### config.mk
export PLATFORM = sky130hd
export DESIGN_NAME = tma_count_unit
export DESIGN_NICKNAME = d
export VERILOG_FILES = /design/src/tma_pkg.sv /design/src/tma_count_unit.sv /design/src/tma_prescale.sv
export SDC_FILE = /design/constraint.sdc
export NUM_CORES = 1
export LEC_CHECK = 0
export ABC_AREA = 1
export BUFFER_PORTS_ARGS = -buffer_cell sky130_fd_sc_hd__buf_4
export CORE_MARGIN = 2
export CORE_UTILIZATION = 47
export CTS_CLUSTER_DIAMETER = 200
export DETAILED_ROUTE_END_ITERATION = 8
export MAX_ROUTING_LAYER = met4
export PLACE_DENSITY = 0.68
export SLEW_MARGIN = 20
export SYNTH_ARGS = -nofsm -noshare
export SYNTH_HDL_FRONTEND = slang
export SYNTH_SLANG_ARGS = --single-unit
### constraint.sdc
create_clock -name pclk -period 5.1 [get_ports pclk]
set_input_delay 0 -clock pclk [delete_from_list [all_inputs] [get_ports pclk]]
set_output_delay 0 -clock pclk [all_outputs]
set_load 0.01 [all_outputs]
### src/tma_pkg.sv
// package of constants for the timer count unit: register map, field layout, mode codes, divider ratios.
// assumes a 32-bit apb slave with byte addresses and one word per register.
package tma_pkg;
  // register byte offsets
  localparam logic [11:0] TMA_OFF_VALUE = 12'h000;  // timer value: write reload, read counter
  localparam logic [11:0] TMA_OFF_MODE = 12'h004;  // mode and select functions
  localparam logic [11:0] TMA_OFF_CTRL = 12'h008;  // count start and software direction
  localparam logic [11:0] TMA_OFF_STAT = 12'h00c;  // live state, read only
  // mode register fields
  localparam int TMA_MODE_LSB = 0;  // two-bit operating mode
  localparam int TMA_PULSE_EN_BIT = 2;  // pulse output function
  localparam int TMA_GATE_EN_BIT = 3;  // gate function in timer mode
  localparam int TMA_GATE_LVL_BIT = 4;  // pin level that lets counting run
  localparam int TMA_EDGE_RISE_BIT = 5;  // event edge: 1 rising, 0 falling
  localparam int TMA_DIR_PIN_BIT = 6;  // direction taken from the output pin
  localparam int TMA_FREE_RUN_BIT = 7;  // no reload on wrap
  localparam int TMA_CLK_SEL_LSB = 8;  // internal source select, two bits
  localparam int TMA_EVT_SRC_LSB = 10;  // event source select, two bits
  localparam int TMA_MODE_W = 12;  // implemented mode bits
  // control register fields
  localparam int TMA_START_BIT = 0;  // count start flag
  localparam int TMA_UP_BIT = 1;  // software direction, 1 counts up
  // status register fields
  localparam int TMA_ST_PULSE_BIT = 0;  // pulse output level
  localparam int TMA_ST_RUN_BIT = 1;  // count step taken this cycle
  localparam int TMA_ST_HALT_BIT = 2;  // one-shot halted at zero
  localparam int TMA_ST_TWOPH_BIT = 3;  // instance owns two-phase capability
  // operating modes held in bits 1:0
  localparam logic [1:0] TMA_MD_TIMER = 2'h0;
  localparam logic [1:0] TMA_MD_EVENT = 2'h1;
  localparam logic [1:0] TMA_MD_ONESHOT = 2'h2;
  localparam logic [1:0] TMA_MD_PWM = 2'h3;
  // internal clock selections
  localparam logic [1:0] TMA_CS_F1 = 2'h0;
  localparam logic [1:0] TMA_CS_F8 = 2'h1;
  localparam logic [1:0] TMA_CS_F32 = 2'h2;
  localparam logic [1:0] TMA_CS_FC32 = 2'h3;
  // event sources
  localparam logic [1:0] TMA_ES_PIN = 2'h0;
  localparam logic [1:0] TMA_ES_COMP_B = 2'h1;
  localparam logic [1:0] TMA_ES_NEIGH_A = 2'h2;
  // divider ratios and reset values
  localparam int TMA_DIV8 = 8;
  localparam int TMA_DIV32 = 32;
  localparam int TMA_TWO_PHASE_MIN_INST = 2;  // instances from here upward have two-phase
  localparam logic [15:0] TMA_CNT_RST = 16'h0000;
  localparam logic [15:0] TMA_CNT_MAX = 16'hffff;
  localparam logic [15:0] TMA_CNT_ZERO = 16'h0000;
  localparam logic [TMA_MODE_W-1:0] TMA_MODE_RST = 12'h000;
  localparam logic [31:0] TMA_WORD_ZERO = 32'h00000000;
endpackage

### src/tma_count_unit.sv
// timer a count unit: 16-bit reloadable counter with timer, event and one-shot modes behind apb.
// assumes pins are asynchronous and are synchronised here; overflow inputs come from same-clock timers.
// Functional notes
// - independent 16-bit counter per instance
// - mode from mode bits 1 and 0
// - one-shot counting halts at zero
// - timer source: f1, f8, f32, fc32
// - timer counts down, reloads on underflow
// - underflow every n+1 source periods
// - count start flag runs or halts counting
// - timer mode: interrupt on underflow
// - write while halted: reload and counter
// - write while running: reload only
// - read returns live counter contents
// - gate: input pin level starts/stops counting
// - pulse output toggles on timer underflow
// - two-phase only on instances two to four; no decoder is built here, only a status bit that flags it from instance two up
// - event source: pin edge or overflow
// - direction by software or output pin
// - event mode reloads on wrap unless free-run
// - up period ffff-n+1, down n+1
// - event mode: interrupt on any wrap
// - free-run wraps without reload
// - pulse output toggles on event wrap
//
// Added by the designer: the APB slave port and the address map.
`timescale 1ns/100ps
module tma_count_unit #(
  parameter int INST_ID = 0  // position of this timer in the set
) (
  input wire logic pclk,
  input wire logic presetn,
  input wire logic psel,
  input wire logic penable,
  input wire logic pwrite,
  input wire logic [11:0] paddr,
  input wire logic [31:0] pwdata,
  output logic [31:0] prdata,
  output logic pready,
  output logic pslverr,
  input wire logic count_input_pin,
  input wire logic sub_clock_pin,
  input wire logic companion_b_timer_ovf,
  input wire logic neighbour_a_timer_ovf,
  input wire logic pulse_output_pin_in,
  output logic pulse_output_pin_out,
  output logic pulse_output_pin_oe,
  output logic irq_req
);
  import tma_pkg::*;

  // software visible state
  logic [15:0] counter;  // live count
  logic [15:0] reload;  // reload register
  logic [TMA_MODE_W-1:0] mode_reg;  // mode and select bits
  logic start;  // count start flag
  logic sw_up;  // software direction
  logic halted;  // one-shot reached zero
  logic pulse_lvl;  // toggle output level

  // synchronisers: first stage feeds only the second
  logic cin_s1;  // count input, first stage
  logic cin_s2;  // count input, settled
  logic cin_prev;  // count input, a cycle older
  logic sub_s1;  // sub-clock, first stage
  logic sub_s2;  // sub-clock, settled
  logic sub_prev;  // sub-clock, a cycle older
  logic pin_s1;  // shared pin, first stage
  logic pin_s2;  // shared pin, settled

  // decoded fields
  logic [1:0] op_mode;  // operating mode
  logic pulse_en;  // pulse output on
  logic gate_en;  // gate function on
  logic gate_lvl;  // level that opens the gate
  logic edge_rise;  // event edge choice
  logic dir_pin;  // direction from shared pin
  logic free_run;  // no reload on wrap
  logic [1:0] clk_sel;  // internal source
  logic [1:0] evt_src;  // event source
  assign op_mode = mode_reg[TMA_MODE_LSB +: 2];
  assign pulse_en = mode_reg[TMA_PULSE_EN_BIT];
  assign gate_en = mode_reg[TMA_GATE_EN_BIT];
  assign gate_lvl = mode_reg[TMA_GATE_LVL_BIT];
  assign edge_rise = mode_reg[TMA_EDGE_RISE_BIT];
  assign dir_pin = mode_reg[TMA_DIR_PIN_BIT];
  assign free_run = mode_reg[TMA_FREE_RUN_BIT];
  assign clk_sel = mode_reg[TMA_CLK_SEL_LSB +: 2];
  assign evt_src = mode_reg[TMA_EVT_SRC_LSB +: 2];

  // apb strobes
  logic acc_first;  // first access cycle
  logic wr_en;  // write completes at this edge
  logic rd_first;  // read snapshot at this edge
  logic val_wr;  // completing value write
  logic addr_ok;  // address is mapped
  assign acc_first = psel && penable && !pready;
  assign val_wr = wr_en && (paddr == TMA_OFF_VALUE);
  assign wr_en = psel && penable && pready && pwrite;
  assign rd_first = acc_first && !pwrite;
  assign addr_ok = (paddr == TMA_OFF_VALUE) || (paddr == TMA_OFF_MODE) ||
                   (paddr == TMA_OFF_CTRL) || (paddr == TMA_OFF_STAT);

  // two-phase capability is fixed by position in the set; the two-phase decoder itself is not built here
  logic two_phase_cap;
  assign two_phase_cap = (INST_ID >= TMA_TWO_PHASE_MIN_INST);

  // pin synchronisers, two flops each before any logic looks
  always_ff @(posedge pclk or negedge presetn) begin
    if (!presetn) begin
      cin_s1 <= 1'b0;
      cin_s2 <= 1'b0;
      cin_prev <= 1'b0;
      sub_s1 <= 1'b0;
      sub_s2 <= 1'b0;
      sub_prev <= 1'b0;
      pin_s1 <= 1'b0;
      pin_s2 <= 1'b0;
    end else begin
      cin_s1 <= count_input_pin;
      cin_s2 <= cin_s1;
      cin_prev <= cin_s2;
      sub_s1 <= sub_clock_pin;
      sub_s2 <= sub_s1;
      sub_prev <= sub_s2;
      pin_s1 <= pulse_output_pin_in;
      pin_s2 <= pin_s1;
    end
  end

  // internal count source from the prescaler
  logic int_tick;
  logic sub_tick;
  assign sub_tick = sub_s2 && !sub_prev;
  tma_prescale u_prescale (
    .pclk(pclk),
    .presetn(presetn),
    .sub_tick(sub_tick),
    .sel(clk_sel),
    .tick(int_tick)
  );

  // event source selection
  logic pin_edge;  // selected pin edge seen
  logic evt_tick;  // one event this cycle
  assign pin_edge = edge_rise ? (cin_s2 && !cin_prev) : (!cin_s2 && cin_prev);
  always_comb begin
    unique case (evt_src)
      TMA_ES_PIN: evt_tick = pin_edge;
      TMA_ES_COMP_B: evt_tick = companion_b_timer_ovf;
      TMA_ES_NEIGH_A: evt_tick = neighbour_a_timer_ovf;
      default: evt_tick = 1'b0;  // reserved source counts nothing
    endcase
  end

  // direction: software bit or the output pin used as an input
  logic count_up;
  assign count_up = dir_pin ? pin_s2 : sw_up;

  // gate lets the count input level run or stop timer counting
  logic gate_ok;
  assign gate_ok = !gate_en || (cin_s2 == gate_lvl);

  // one count step this cycle, per mode
  logic step;
  always_comb begin
    unique case (op_mode)
      TMA_MD_TIMER: step = start && int_tick && gate_ok;
      TMA_MD_EVENT: step = start && evt_tick;
      TMA_MD_ONESHOT: step = start && int_tick && !halted;
      TMA_MD_PWM: step = 1'b0;  // pulse width modulation is not built in this unit
    endcase
  end

  // wrap detection: up counts past ffff, down counts past zero
  logic up_step;  // this step counts up
  logic wrap;  // step passes an end point
  assign up_step = (op_mode == TMA_MD_EVENT) && count_up;
  assign wrap = step && (up_step ? (counter == TMA_CNT_MAX) : (counter == TMA_CNT_ZERO));

  // counter update; write while halted loads it too, a write while running leaves it alone
  always_ff @(posedge pclk or negedge presetn) begin
    if (!presetn) begin
      counter <= TMA_CNT_RST;
    end else if (wr_en && (paddr == TMA_OFF_VALUE) && !start) begin
      counter <= pwdata[15:0];
    end else if (wrap && !(op_mode == TMA_MD_EVENT && free_run)) begin
      counter <= reload;
    end else if (step && up_step) begin
      counter <= counter + 16'h0001;  // wraps from ffff to 0000 when free-running
    end else if (step) begin
      counter <= counter - 16'h0001;
    end
  end

  // reload register follows every value write; running counter picks it up at the next wrap, except in free-running event mode
  always_ff @(posedge pclk or negedge presetn) begin
    if (!presetn) begin
      reload <= TMA_CNT_RST;
    end else if (wr_en && (paddr == TMA_OFF_VALUE)) begin
      reload <= pwdata[15:0];
    end
  end

  // one-shot halts when the count reaches zero; restarting needs a new start or value write
  always_ff @(posedge pclk or negedge presetn) begin
    if (!presetn) begin
      halted <= 1'b0;
    end else if (op_mode != TMA_MD_ONESHOT) begin
      halted <= 1'b0;
    end else if (step && (counter == 16'h0001)) begin
      halted <= 1'b1;
    end else if (wr_en && (paddr == TMA_OFF_VALUE || paddr == TMA_OFF_CTRL)) begin
      halted <= 1'b0;
    end
  end

  // mode and control registers
  always_ff @(posedge pclk or negedge presetn) begin
    if (!presetn) begin
      mode_reg <= TMA_MODE_RST;
      start <= 1'b0;
      sw_up <= 1'b0;
    end else if (wr_en) begin
      if (paddr == TMA_OFF_MODE) begin
        mode_reg <= pwdata[TMA_MODE_W-1:0];
      end
      if (paddr == TMA_OFF_CTRL) begin
        start <= pwdata[TMA_START_BIT];
        sw_up <= pwdata[TMA_UP_BIT];
      end
    end
  end

  // interrupt request is a one-cycle pulse per wrap in timer or event mode; a controller outside latches it
  always_ff @(posedge pclk or negedge presetn) begin
    if (!presetn) begin
      irq_req <= 1'b0;
    end else begin
      irq_req <= wrap && (op_mode == TMA_MD_TIMER || op_mode == TMA_MD_EVENT);
    end
  end

  // pulse output toggles on wrap in timer or event mode; the pin is released when it serves as a direction input
  always_ff @(posedge pclk or negedge presetn) begin
    if (!presetn) begin
      pulse_lvl <= 1'b0;
      pulse_output_pin_out <= 1'b0;
      pulse_output_pin_oe <= 1'b0;
    end else begin
      if (!pulse_en) begin
        pulse_lvl <= 1'b0;
      end else if (wrap && (op_mode == TMA_MD_TIMER || op_mode == TMA_MD_EVENT)) begin
        pulse_lvl <= !pulse_lvl;
      end
      pulse_output_pin_out <= pulse_lvl;
      pulse_output_pin_oe <= pulse_en && !(op_mode == TMA_MD_EVENT && dir_pin);
    end
  end

  // apb slave: one wait state, read data snapshot taken in the first access cycle
  always_ff @(posedge pclk or negedge presetn) begin
    if (!presetn) begin
      pready <= 1'b0;
      pslverr <= 1'b0;
      prdata <= TMA_WORD_ZERO;
    end else begin
      pready <= acc_first;
      pslverr <= acc_first && !addr_ok;
      if (rd_first) begin
        prdata <= TMA_WORD_ZERO;
        unique case (1'b1)
          paddr == TMA_OFF_VALUE: prdata[15:0] <= counter;
          paddr == TMA_OFF_MODE: prdata[TMA_MODE_W-1:0] <= mode_reg;
          paddr == TMA_OFF_CTRL: prdata[TMA_UP_BIT:TMA_START_BIT] <= {sw_up, start};
          paddr == TMA_OFF_STAT: prdata[TMA_ST_TWOPH_BIT:TMA_ST_PULSE_BIT] <=
                                 {two_phase_cap, halted, step, pulse_lvl};
          default: prdata <= TMA_WORD_ZERO;  // unmapped reads as zero with an error
        endcase
      end
    end
  end
endmodule

### src/tma_prescale.sv
// prescaler for the timer count unit: one-cycle enables at f1, f/8, f/32 and sub-clock/32.
// assumes sub_tick is already a synchronised one-cycle pulse per sub-clock period.
`timescale 1ns/100ps
module tma_prescale (
  input wire logic pclk,
  input wire logic presetn,
  input wire logic sub_tick,
  input wire logic [1:0] sel,
  output logic tick
);
  import tma_pkg::*;

  logic [4:0] div_main;  // free-running main divider
  logic [4:0] div_sub;  // sub-clock divider

  // main divider runs always so the f8 and f32 phases stay fixed
  always_ff @(posedge pclk or negedge presetn) begin
    if (!presetn) begin
      div_main <= 5'h00;
    end else begin
      div_main <= div_main + 5'h01;
    end
  end

  // sub-clock divider advances only on sub-clock edges
  always_ff @(posedge pclk or negedge presetn) begin
    if (!presetn) begin
      div_sub <= 5'h00;
    end else if (sub_tick) begin
      div_sub <= div_sub + 5'h01;
    end
  end

  // selected enable, registered so the counter sees a clean pulse
  always_ff @(posedge pclk or negedge presetn) begin
    if (!presetn) begin
      tick <= 1'b0;
    end else begin
      unique case (sel)
        TMA_CS_F1: tick <= 1'b1;
        TMA_CS_F8: tick <= (div_main[2:0] == 3'(TMA_DIV8 - 1));
        TMA_CS_F32: tick <= (div_main == 5'(TMA_DIV32 - 1));
        TMA_CS_FC32: tick <= sub_tick && (div_sub == 5'(TMA_DIV32 - 1));
      endcase
    end
  end
endmodule

==> flow_metrics.py, run 1 <==
metrics = {
    "cts": {
        "cts.sinks": 88,
        "cts-root-buf": "clkbuf_8",
        "clock_latency_ns": 0.38,
        "path_clk_slew_ns": 0.10,
        "h-tree-depth": 3,
        "cts_buffers": 9,
        "ctsResizeCount": 0,
        "post_cts_buffers": 0,
        "hold_buffers": 22,
        "clockBufferDepth": 2,
        "cts_tree": "yes",
    },
    "yosys": {
        "synth.yosys.warnings": 0,
        "synth-xor-area-share_pct": 3.33,
        "synth-compound-area-share_pct": 10.5,
        "synthMuxAreaShare_pct": 2.14,
        "ys.flop_type": "dfrtp_1",
        "synthCells": 675,
        "synthAdderAreaFrac_pct": 2.14,
        "yosysUniqueCellTypes": 41,
        "synth_top_family_by_area": "simple AND/OR/NAND/NOR gates",
        "yosys.area_share.simple_pct": 29.9,
        "avgSynthCellArea_sq_um": 7.80,
        "yosysSeqAreaShare_pct": 41.8,
        "async_flop_share_pct": 100,
        "syn-cell-area_sq_um": 5270,
        "synth_edf_count": 0,
        "ys_ff_latch": 88,
    },
    "worst_setup_path": {
        "critical_path_class": "reg2reg",
        "cp.arrival_ns": 2.69,
        "cp_max_fo": 16,
        "endpoint_kind": "flip-flop",
        "start_kind": "flip-flop",
        "cp.required_ns": 5.37,
    },
    "run": {
        "max-cap-violations": 0,
    },
    "place": {
        "place.port_buffers": 58,
        "routabilityCongestion": 0.959,
        "hpwl_um": 10400,
        "place_inst": 845,
    },
    "die": {
        "core_area_sq_um": 10900,
        "die_area_sq_um": 12100,
        "fp.dieH_um": 110,
        "dieWidth_um": 110,
        "io_pins": 91,
        "fp-row-count": 38,
        "start_util_pct": 48.4,
    },
    "finish": {
        "layout.nets": 801,
        "drive_above_1_share_pct": 16.2,
        "nFillCells": 1034,
        "syn_to_final_growth_pct": 16.1,
        "diodes": 0,
        "reg_top3": "counter: 16 flops, prdata: 16 flops, reload: 16 flops",
        "finalNonFillerCells": 883,
    },
    "sta": {
        "min_period_ns": 2.42,
        "tightest_slew_ns": 0.813,
        "rsz0062_at_grt": "false",
        "whs_ns": -0.00713,
        "post-route-period-util_pct": 47.5,
        "report.final.slew_viol_count": 0,
        "setup_tns_ns": 0,
        "fmax_mhz": 413,
        "setup_viol": 0,
        "skew_ns": 0.00737,
        "hold_viol": 1,
        "slew_headroom_pct": 45.7,
    },
    "global_routing": {
        "grt-ovfl-total": 0,
        "grt_max_degree": 89,
        "antenna_found_initial": 0,
        "grt_pass1_vias": 4507,
        "grt_first_pass_wirelength_um": 22900,
        "grt_usage_pct": 25.9,
    },
    "drt": {
        "detail-route-antenna-nets": 0,
        "num_vias": 4787,
        "wl_per_cell_um": 16.1,
        "routed_wl_um": 14300,
        "drc": 0,
        "dr.pass1.iters": 6,
        "vias_per_cell": 5.42,
        "drt-initial-drc-count": 406,
    },
    "power": {
        "power.density_nw_per_um2": 236,
        "irDropWorstVdd_mv": 0.213,
        "p_leak_nw": 2.92,
    },
    "min_path": {
        "hold_path_class": "in2reg",
    },
    "status": {
        "violations": "negative hold slack",
        "outcome": "finished with violations",
    },
}
-- final timing paths --
path                       slack (ns)  cells after the start        end       start
max reg2reg                      2.68                     11  pulse_lvl  counter[0]
min in group asynchronous        0.24                      2     cin_s1     presetn
max in group asynchronous        4.33                      2    pslverr     presetn
max                              2.68                     11  pulse_lvl  counter[0]
min reg2reg                      0.35                      0     cin_s2      cin_s1
min                            -0.007                      4  prdata[3]      pwrite
-- placed cells by master (no fill, tap or decap), drive strengths merged --
| cell | synthesis | layout |
|---|---|---|
| nand2 | 151 | 151 |
| dfrtp | 88 | 88 |
| nor2 | 84 | 84 |
| inv | 71 | 74 |
| nand3 | 73 | 73 |
| buf | 36 | 58 |
| o21ai | 31 | 31 |
| a21oi | 31 | 31 |
| nand4 | 28 | 28 |
| dlygate4sd3 | 0 | 22 |
| xor2 | 18 | 18 |
| conb | 1 | 16 |
| mux2 | 10 | 10 |
| clkbuf | 7 | 10 |
| ha | 9 | 9 |
| o21a | 8 | 8 |
| o221ai | 7 | 7 |
| o22ai | 6 | 6 |
| o31ai | 4 | 4 |
| nor4 | 3 | 3 |
| xnor2 | 2 | 2 |
| clkinvlp | 0 | 2 |
| nor3 | 2 | 2 |
| nand3b | 1 | 1 |
| or2 | 1 | 1 |
| a21boi | 1 | 1 |
| and3 | 1 | 1 |
| o211ai | 1 | 1 |
| bufinv | 0 | 1 |
-- logic make-up after synthesis --
| family | count (synthesis) |
|---|---|
| AO/OA/AOI/OAI | 89 |
| XOR/XNOR | 20 |
| adder cells (fa/ha/maj) | 9 |
| buffers and inverters | 114 |
| flip-flops | 88 |
| multiplexers | 10 |
| other | 1 |
| AND/OR/NAND/NOR | 344 |
-- report_power, final --
part | internal (W) | total (W) | switching, W
Clock | 0.000247 | 0.000528 | 0.000281
Combinational | 0.0000766 | 0.000157 | 0.0000806
Sequential | 0.000733 | 0.000759 | 0.0000260
Total | 0.00106 | 0.00144 | 0.000387
-- layer usage --
metal  vias to the layer above  track usage [%]  part of all wire [%]
met3                        29             5.69                   7.2
li1                       2309                -                     -
met4                         0             7.41                   2.3
met5                         -                -                     0
met2                       200             40.2                    46
met1                      2249             34.2                    45
-- critical path: stages, from the launching register on --
cell and delay, ns:
dfrtp_1 0.45, ha_1 0.31, nand3_1 0.14, nor2_1 0.29
nand2_1 0.10, nor2_1 0.12, nand2_1 0.09, nand2_2 0.29
nand2_1 0.17, nor2_2 0.13, nand2_1 0.05, and3_1 0.16
-- cells in the mapped netlist (2+ instances only) --
| cell | count | share of area (%) |
|---|---|---|
| a21oi_1 | 22 | 2.1 |
| a21oi_2 | 9 | 1.5 |
| buf_2 | 14 | 1.3 |
| buf_4 | 19 | 2.7 |
| buf_6 | 2 | 0.43 |
| clkbuf_1 | 7 | 0.50 |
| dfrtp_1 | 88 | 42 |
| ha_1 | 9 | 2.1 |
| inv_1 | 66 | 4.7 |
| inv_2 | 4 | 0.28 |
| mux2_2 | 10 | 2.1 |
| nand2_1 | 146 | 10 |
| nand2_2 | 3 | 0.36 |
| nand2_4 | 2 | 0.43 |
| nand3_1 | 71 | 6.7 |
| nand3_2 | 2 | 0.38 |
| nand4_1 | 27 | 3.2 |
| nor2_1 | 73 | 5.2 |
| nor2_2 | 8 | 0.95 |
| nor2_4 | 2 | 0.43 |
| nor4_1 | 3 | 0.36 |
| o21a_1 | 8 | 1.1 |
| o21ai_0 | 30 | 2.9 |
| o221ai_1 | 7 | 1.2 |
| o22ai_1 | 6 | 0.71 |
| o31ai_1 | 4 | 0.57 |
| xnor2_1 | 2 | 0.33 |
| xor2_1 | 18 | 3.0 |
-- area by class of cell --
type	instances	area [sq um]	area share, %
multi-input combinational	488	2600	42.5
sequential	88	2200	36.0
timing repair buffer	80	659	10.8
inverter	71	269	4.40
tap	140	175	2.86
clock buffer	10	138	2.25
clock inverter	6	73.8	1.21
-- per-stage QoR --
step                      worst slack (ns)  utilization, %  instance area, sq um  total power, W  hold WS, ns
after floorplan                       3.32               -                  5320        0.000845       -0.296
after global placement                2.74            52.1                  5670        0.000910        0.109
after detailed placement              2.68            52.1                  5670        0.000918        0.111
after CTS                             2.70            56.1                  6110         0.00145       0.0441
after global routing                  2.46            56.2                  6120         0.00150       0.0270
final                                 2.68            56.2                  6120         0.00144     -0.00713
No activity file was read; power rests on OpenSTA's default activity.
==> inputs of run 2 (changes only) <==
==> constraint.sdc (replaced) <==
create_clock -name pclk -period 2.35 [get_ports pclk]
set_input_delay 0 -clock pclk [delete_from_list [all_inputs] [get_ports pclk]]
set_output_delay 0 -clock pclk [all_outputs]
set_load 0.01 [all_outputs]
==> flow_metrics.py, run 2 (synthesized netlist as in run 1, its figures left out) <==
metrics = {
    "worst_setup_path": {
        "cp.arrival_ns": 2.42,
        "endpoint_kind": "flip-flop",
        "slowest_stage": "dfrtp_1",
        "worstPathCellList": "ha_1 > inv_1 > nor2_1 > nand2_1 > o21ai_2 > nand4_4 > or2_0 > nand3_1 > nand2_1",
        "crit_path_frequent_cell": "nand2_1",
        "critical_path_class": "reg2reg",
        "start_kind": "flip-flop",
        "cp_max_fo": 17,
        "slowest_delay_ns": 0.45,
        "cp.required_ns": 2.62,
    },
    "sta": {
        "fmax_mhz": 466,
        "slew_headroom_pct": 52.3,
        "setup_viol": 0,
        "setup_tns_ns": 0,
        "min_period_ns": 2.15,
        "whs_ns": 0.0637,
        "report.final.slew_viol_count": 0,
        "post-route-period-util_pct": 91.3,
        "tightest_slew_ns": 0.715,
        "hold_viol": 0,
        "skew_ns": 0.0108,
        "rsz0062_at_grt": "false",
    },
    "place": {
        "place.port_buffers": 58,
        "hpwl_um": 10800,
        "routabilityCongestion": 0.970,
    },
    "finish": {
        "layout_commonest_cell": "nand2_1",
        "diodes": 0,
        "reg_top3": "counter: 16 flops, prdata: 16 flops, reload: 16 flops",
        "syn_to_final_growth_pct": 19.0,
        "drive_above_1_share_pct": 18.2,
        "layout.nets": 820,
        "final_cell_mix": "146 x nand2_1, 88 x dfrtp_1, 75 x buf_4",
        "postLayoutCoreUtil_pct": 57.6,
    },
    "global_routing": {
        "grt_pass1_vias": 4627,
        "grt_first_pass_wirelength_um": 23100,
        "grt_usage_pct": 26.2,
        "grt_max_degree": 56,
        "grt-ovfl-total": 0,
        "antenna_found_initial": 0,
    },
    "power": {
        "combPwrFrac_pct": 11.2,
        "p_clk_share_pct": 36.1,
        "swShare_pct": 26.3,
        "p_leak_nw": 3.03,
        "p_switching_w": 0.000822,
        "irDropWorstVdd_mv": 0.337,
        "p_int_w": 0.00230,
        "power.density_nw_per_um2": 498,
        "totalPowerFinal_w": 0.00312,
        "seq_power_share_pct": 52.7,
    },
    "cts": {
        "clockBufferDepth": 2,
        "cts_buffers": 9,
        "cts_tree": "yes",
        "post_cts_buffers": 0,
        "cts-root-buf": "clkbuf_8",
        "cts.sinks": 88,
        "h-tree-depth": 3,
        "clock_latency_ns": 0.37,
        "path_clk_slew_ns": 0.09,
    },
    "die": {
        "core_area_sq_um": 10900,
        "die_area_sq_um": 12100,
        "dieWidth_um": 110,
        "fp.dieH_um": 110,
        "io_pins": 91,
        "start_util_pct": 48.4,
        "fp-row-count": 38,
    },
    "drt": {
        "detail-route-antenna-nets": 0,
        "routed_wl_um": 14200,
        "drt-initial-drc-count": 385,
        "vias_per_cell": 5.39,
        "num_vias": 4860,
        "wl_per_cell_um": 15.8,
        "dr.pass1.iters": 6,
        "drc": 0,
    },
    "min_path": {
        "hold_path_class": "in2reg",
    },
    "status": {
        "outcome": "finished clean",
    },
    "run": {
        "max-cap-violations": 0,
    },
}
run 2: worst max-delay path, delay by kind of cell (launching register included):
kind | cells | cell delay, ns
AOI/OAI and AO/OA | 1 | 0.18
adders and majority gates | 1 | 0.29
buffers and inverters | 1 | 0.06
DFF | 1 | 0.45
and+or+nand+nor | 6 | 1.04
run 2: cell type report:
cell class                      instances  area, sq um
Fill cell                             994         4620
Clock buffer                           10          138
Multi-Input combinational cell        488         2600
Clock inverter                          6         75.1
Sequential cell                        88         2200
Timing Repair Buffer                   99          813
Tap cell                              140          175
Inverter                               71          269
run 2: metal layers:
metal	up-vias	global-route usage [%]	part of all wire, %
met4	0	11.4	3.8
met5	-	-	0
li1	2355	-	-
met2	217	38.1	45
met3	39	5.28	8.0
met1	2249	35.3	44
run 2: power groups by stage:
stage | sequential, W | combinational [W] | clock (W)
2_1_floorplan | 0.00168 | 0.000157 | 0
3_3_place_gp | 0.00167 | 0.000312 | 0
3_5_place_dp | 0.00168 | 0.000322 | 0
4_1_cts | 0.00165 | 0.000352 | 0.00115
5_1_grt | 0.00166 | 0.000397 | 0.00121
6_report | 0.00165 | 0.000348 | 0.00113
run 2: worst paths after layout:
check	start	endpoint	slack, ns	depth (start not counted)
hold reg to reg	pin_s1	pin_s2	0.36	0
max in group asynchronous	presetn	counter[10]	1.50	3
min in group asynchronous	presetn	u_prescale.div_main[0]	0.20	2
hold / removal	paddr[2]	pslverr	0.06	3
setup reg to reg	counter[0]	counter[1]	0.20	9
setup / recovery	counter[0]	counter[1]	0.20	9
run 2: per-stage QoR:
stage	instances	worst slack [ns]	cell area (sq um)
2_1_floorplan	690	0.574	5320
3_3_place_gp	863	0.243	5820
3_5_place_dp	863	0.232	5820
4_1_cts	902	0.207	6260
5_1_grt	902	0.00149	6270
6_report	902	0.204	6270
run 2: what timing repair did:
item	CTS	global route
endpoints found under the hold margin	106	0
setup endpoints to repair	0	1
gates resized for setup	0	1
hold buffers	23	0
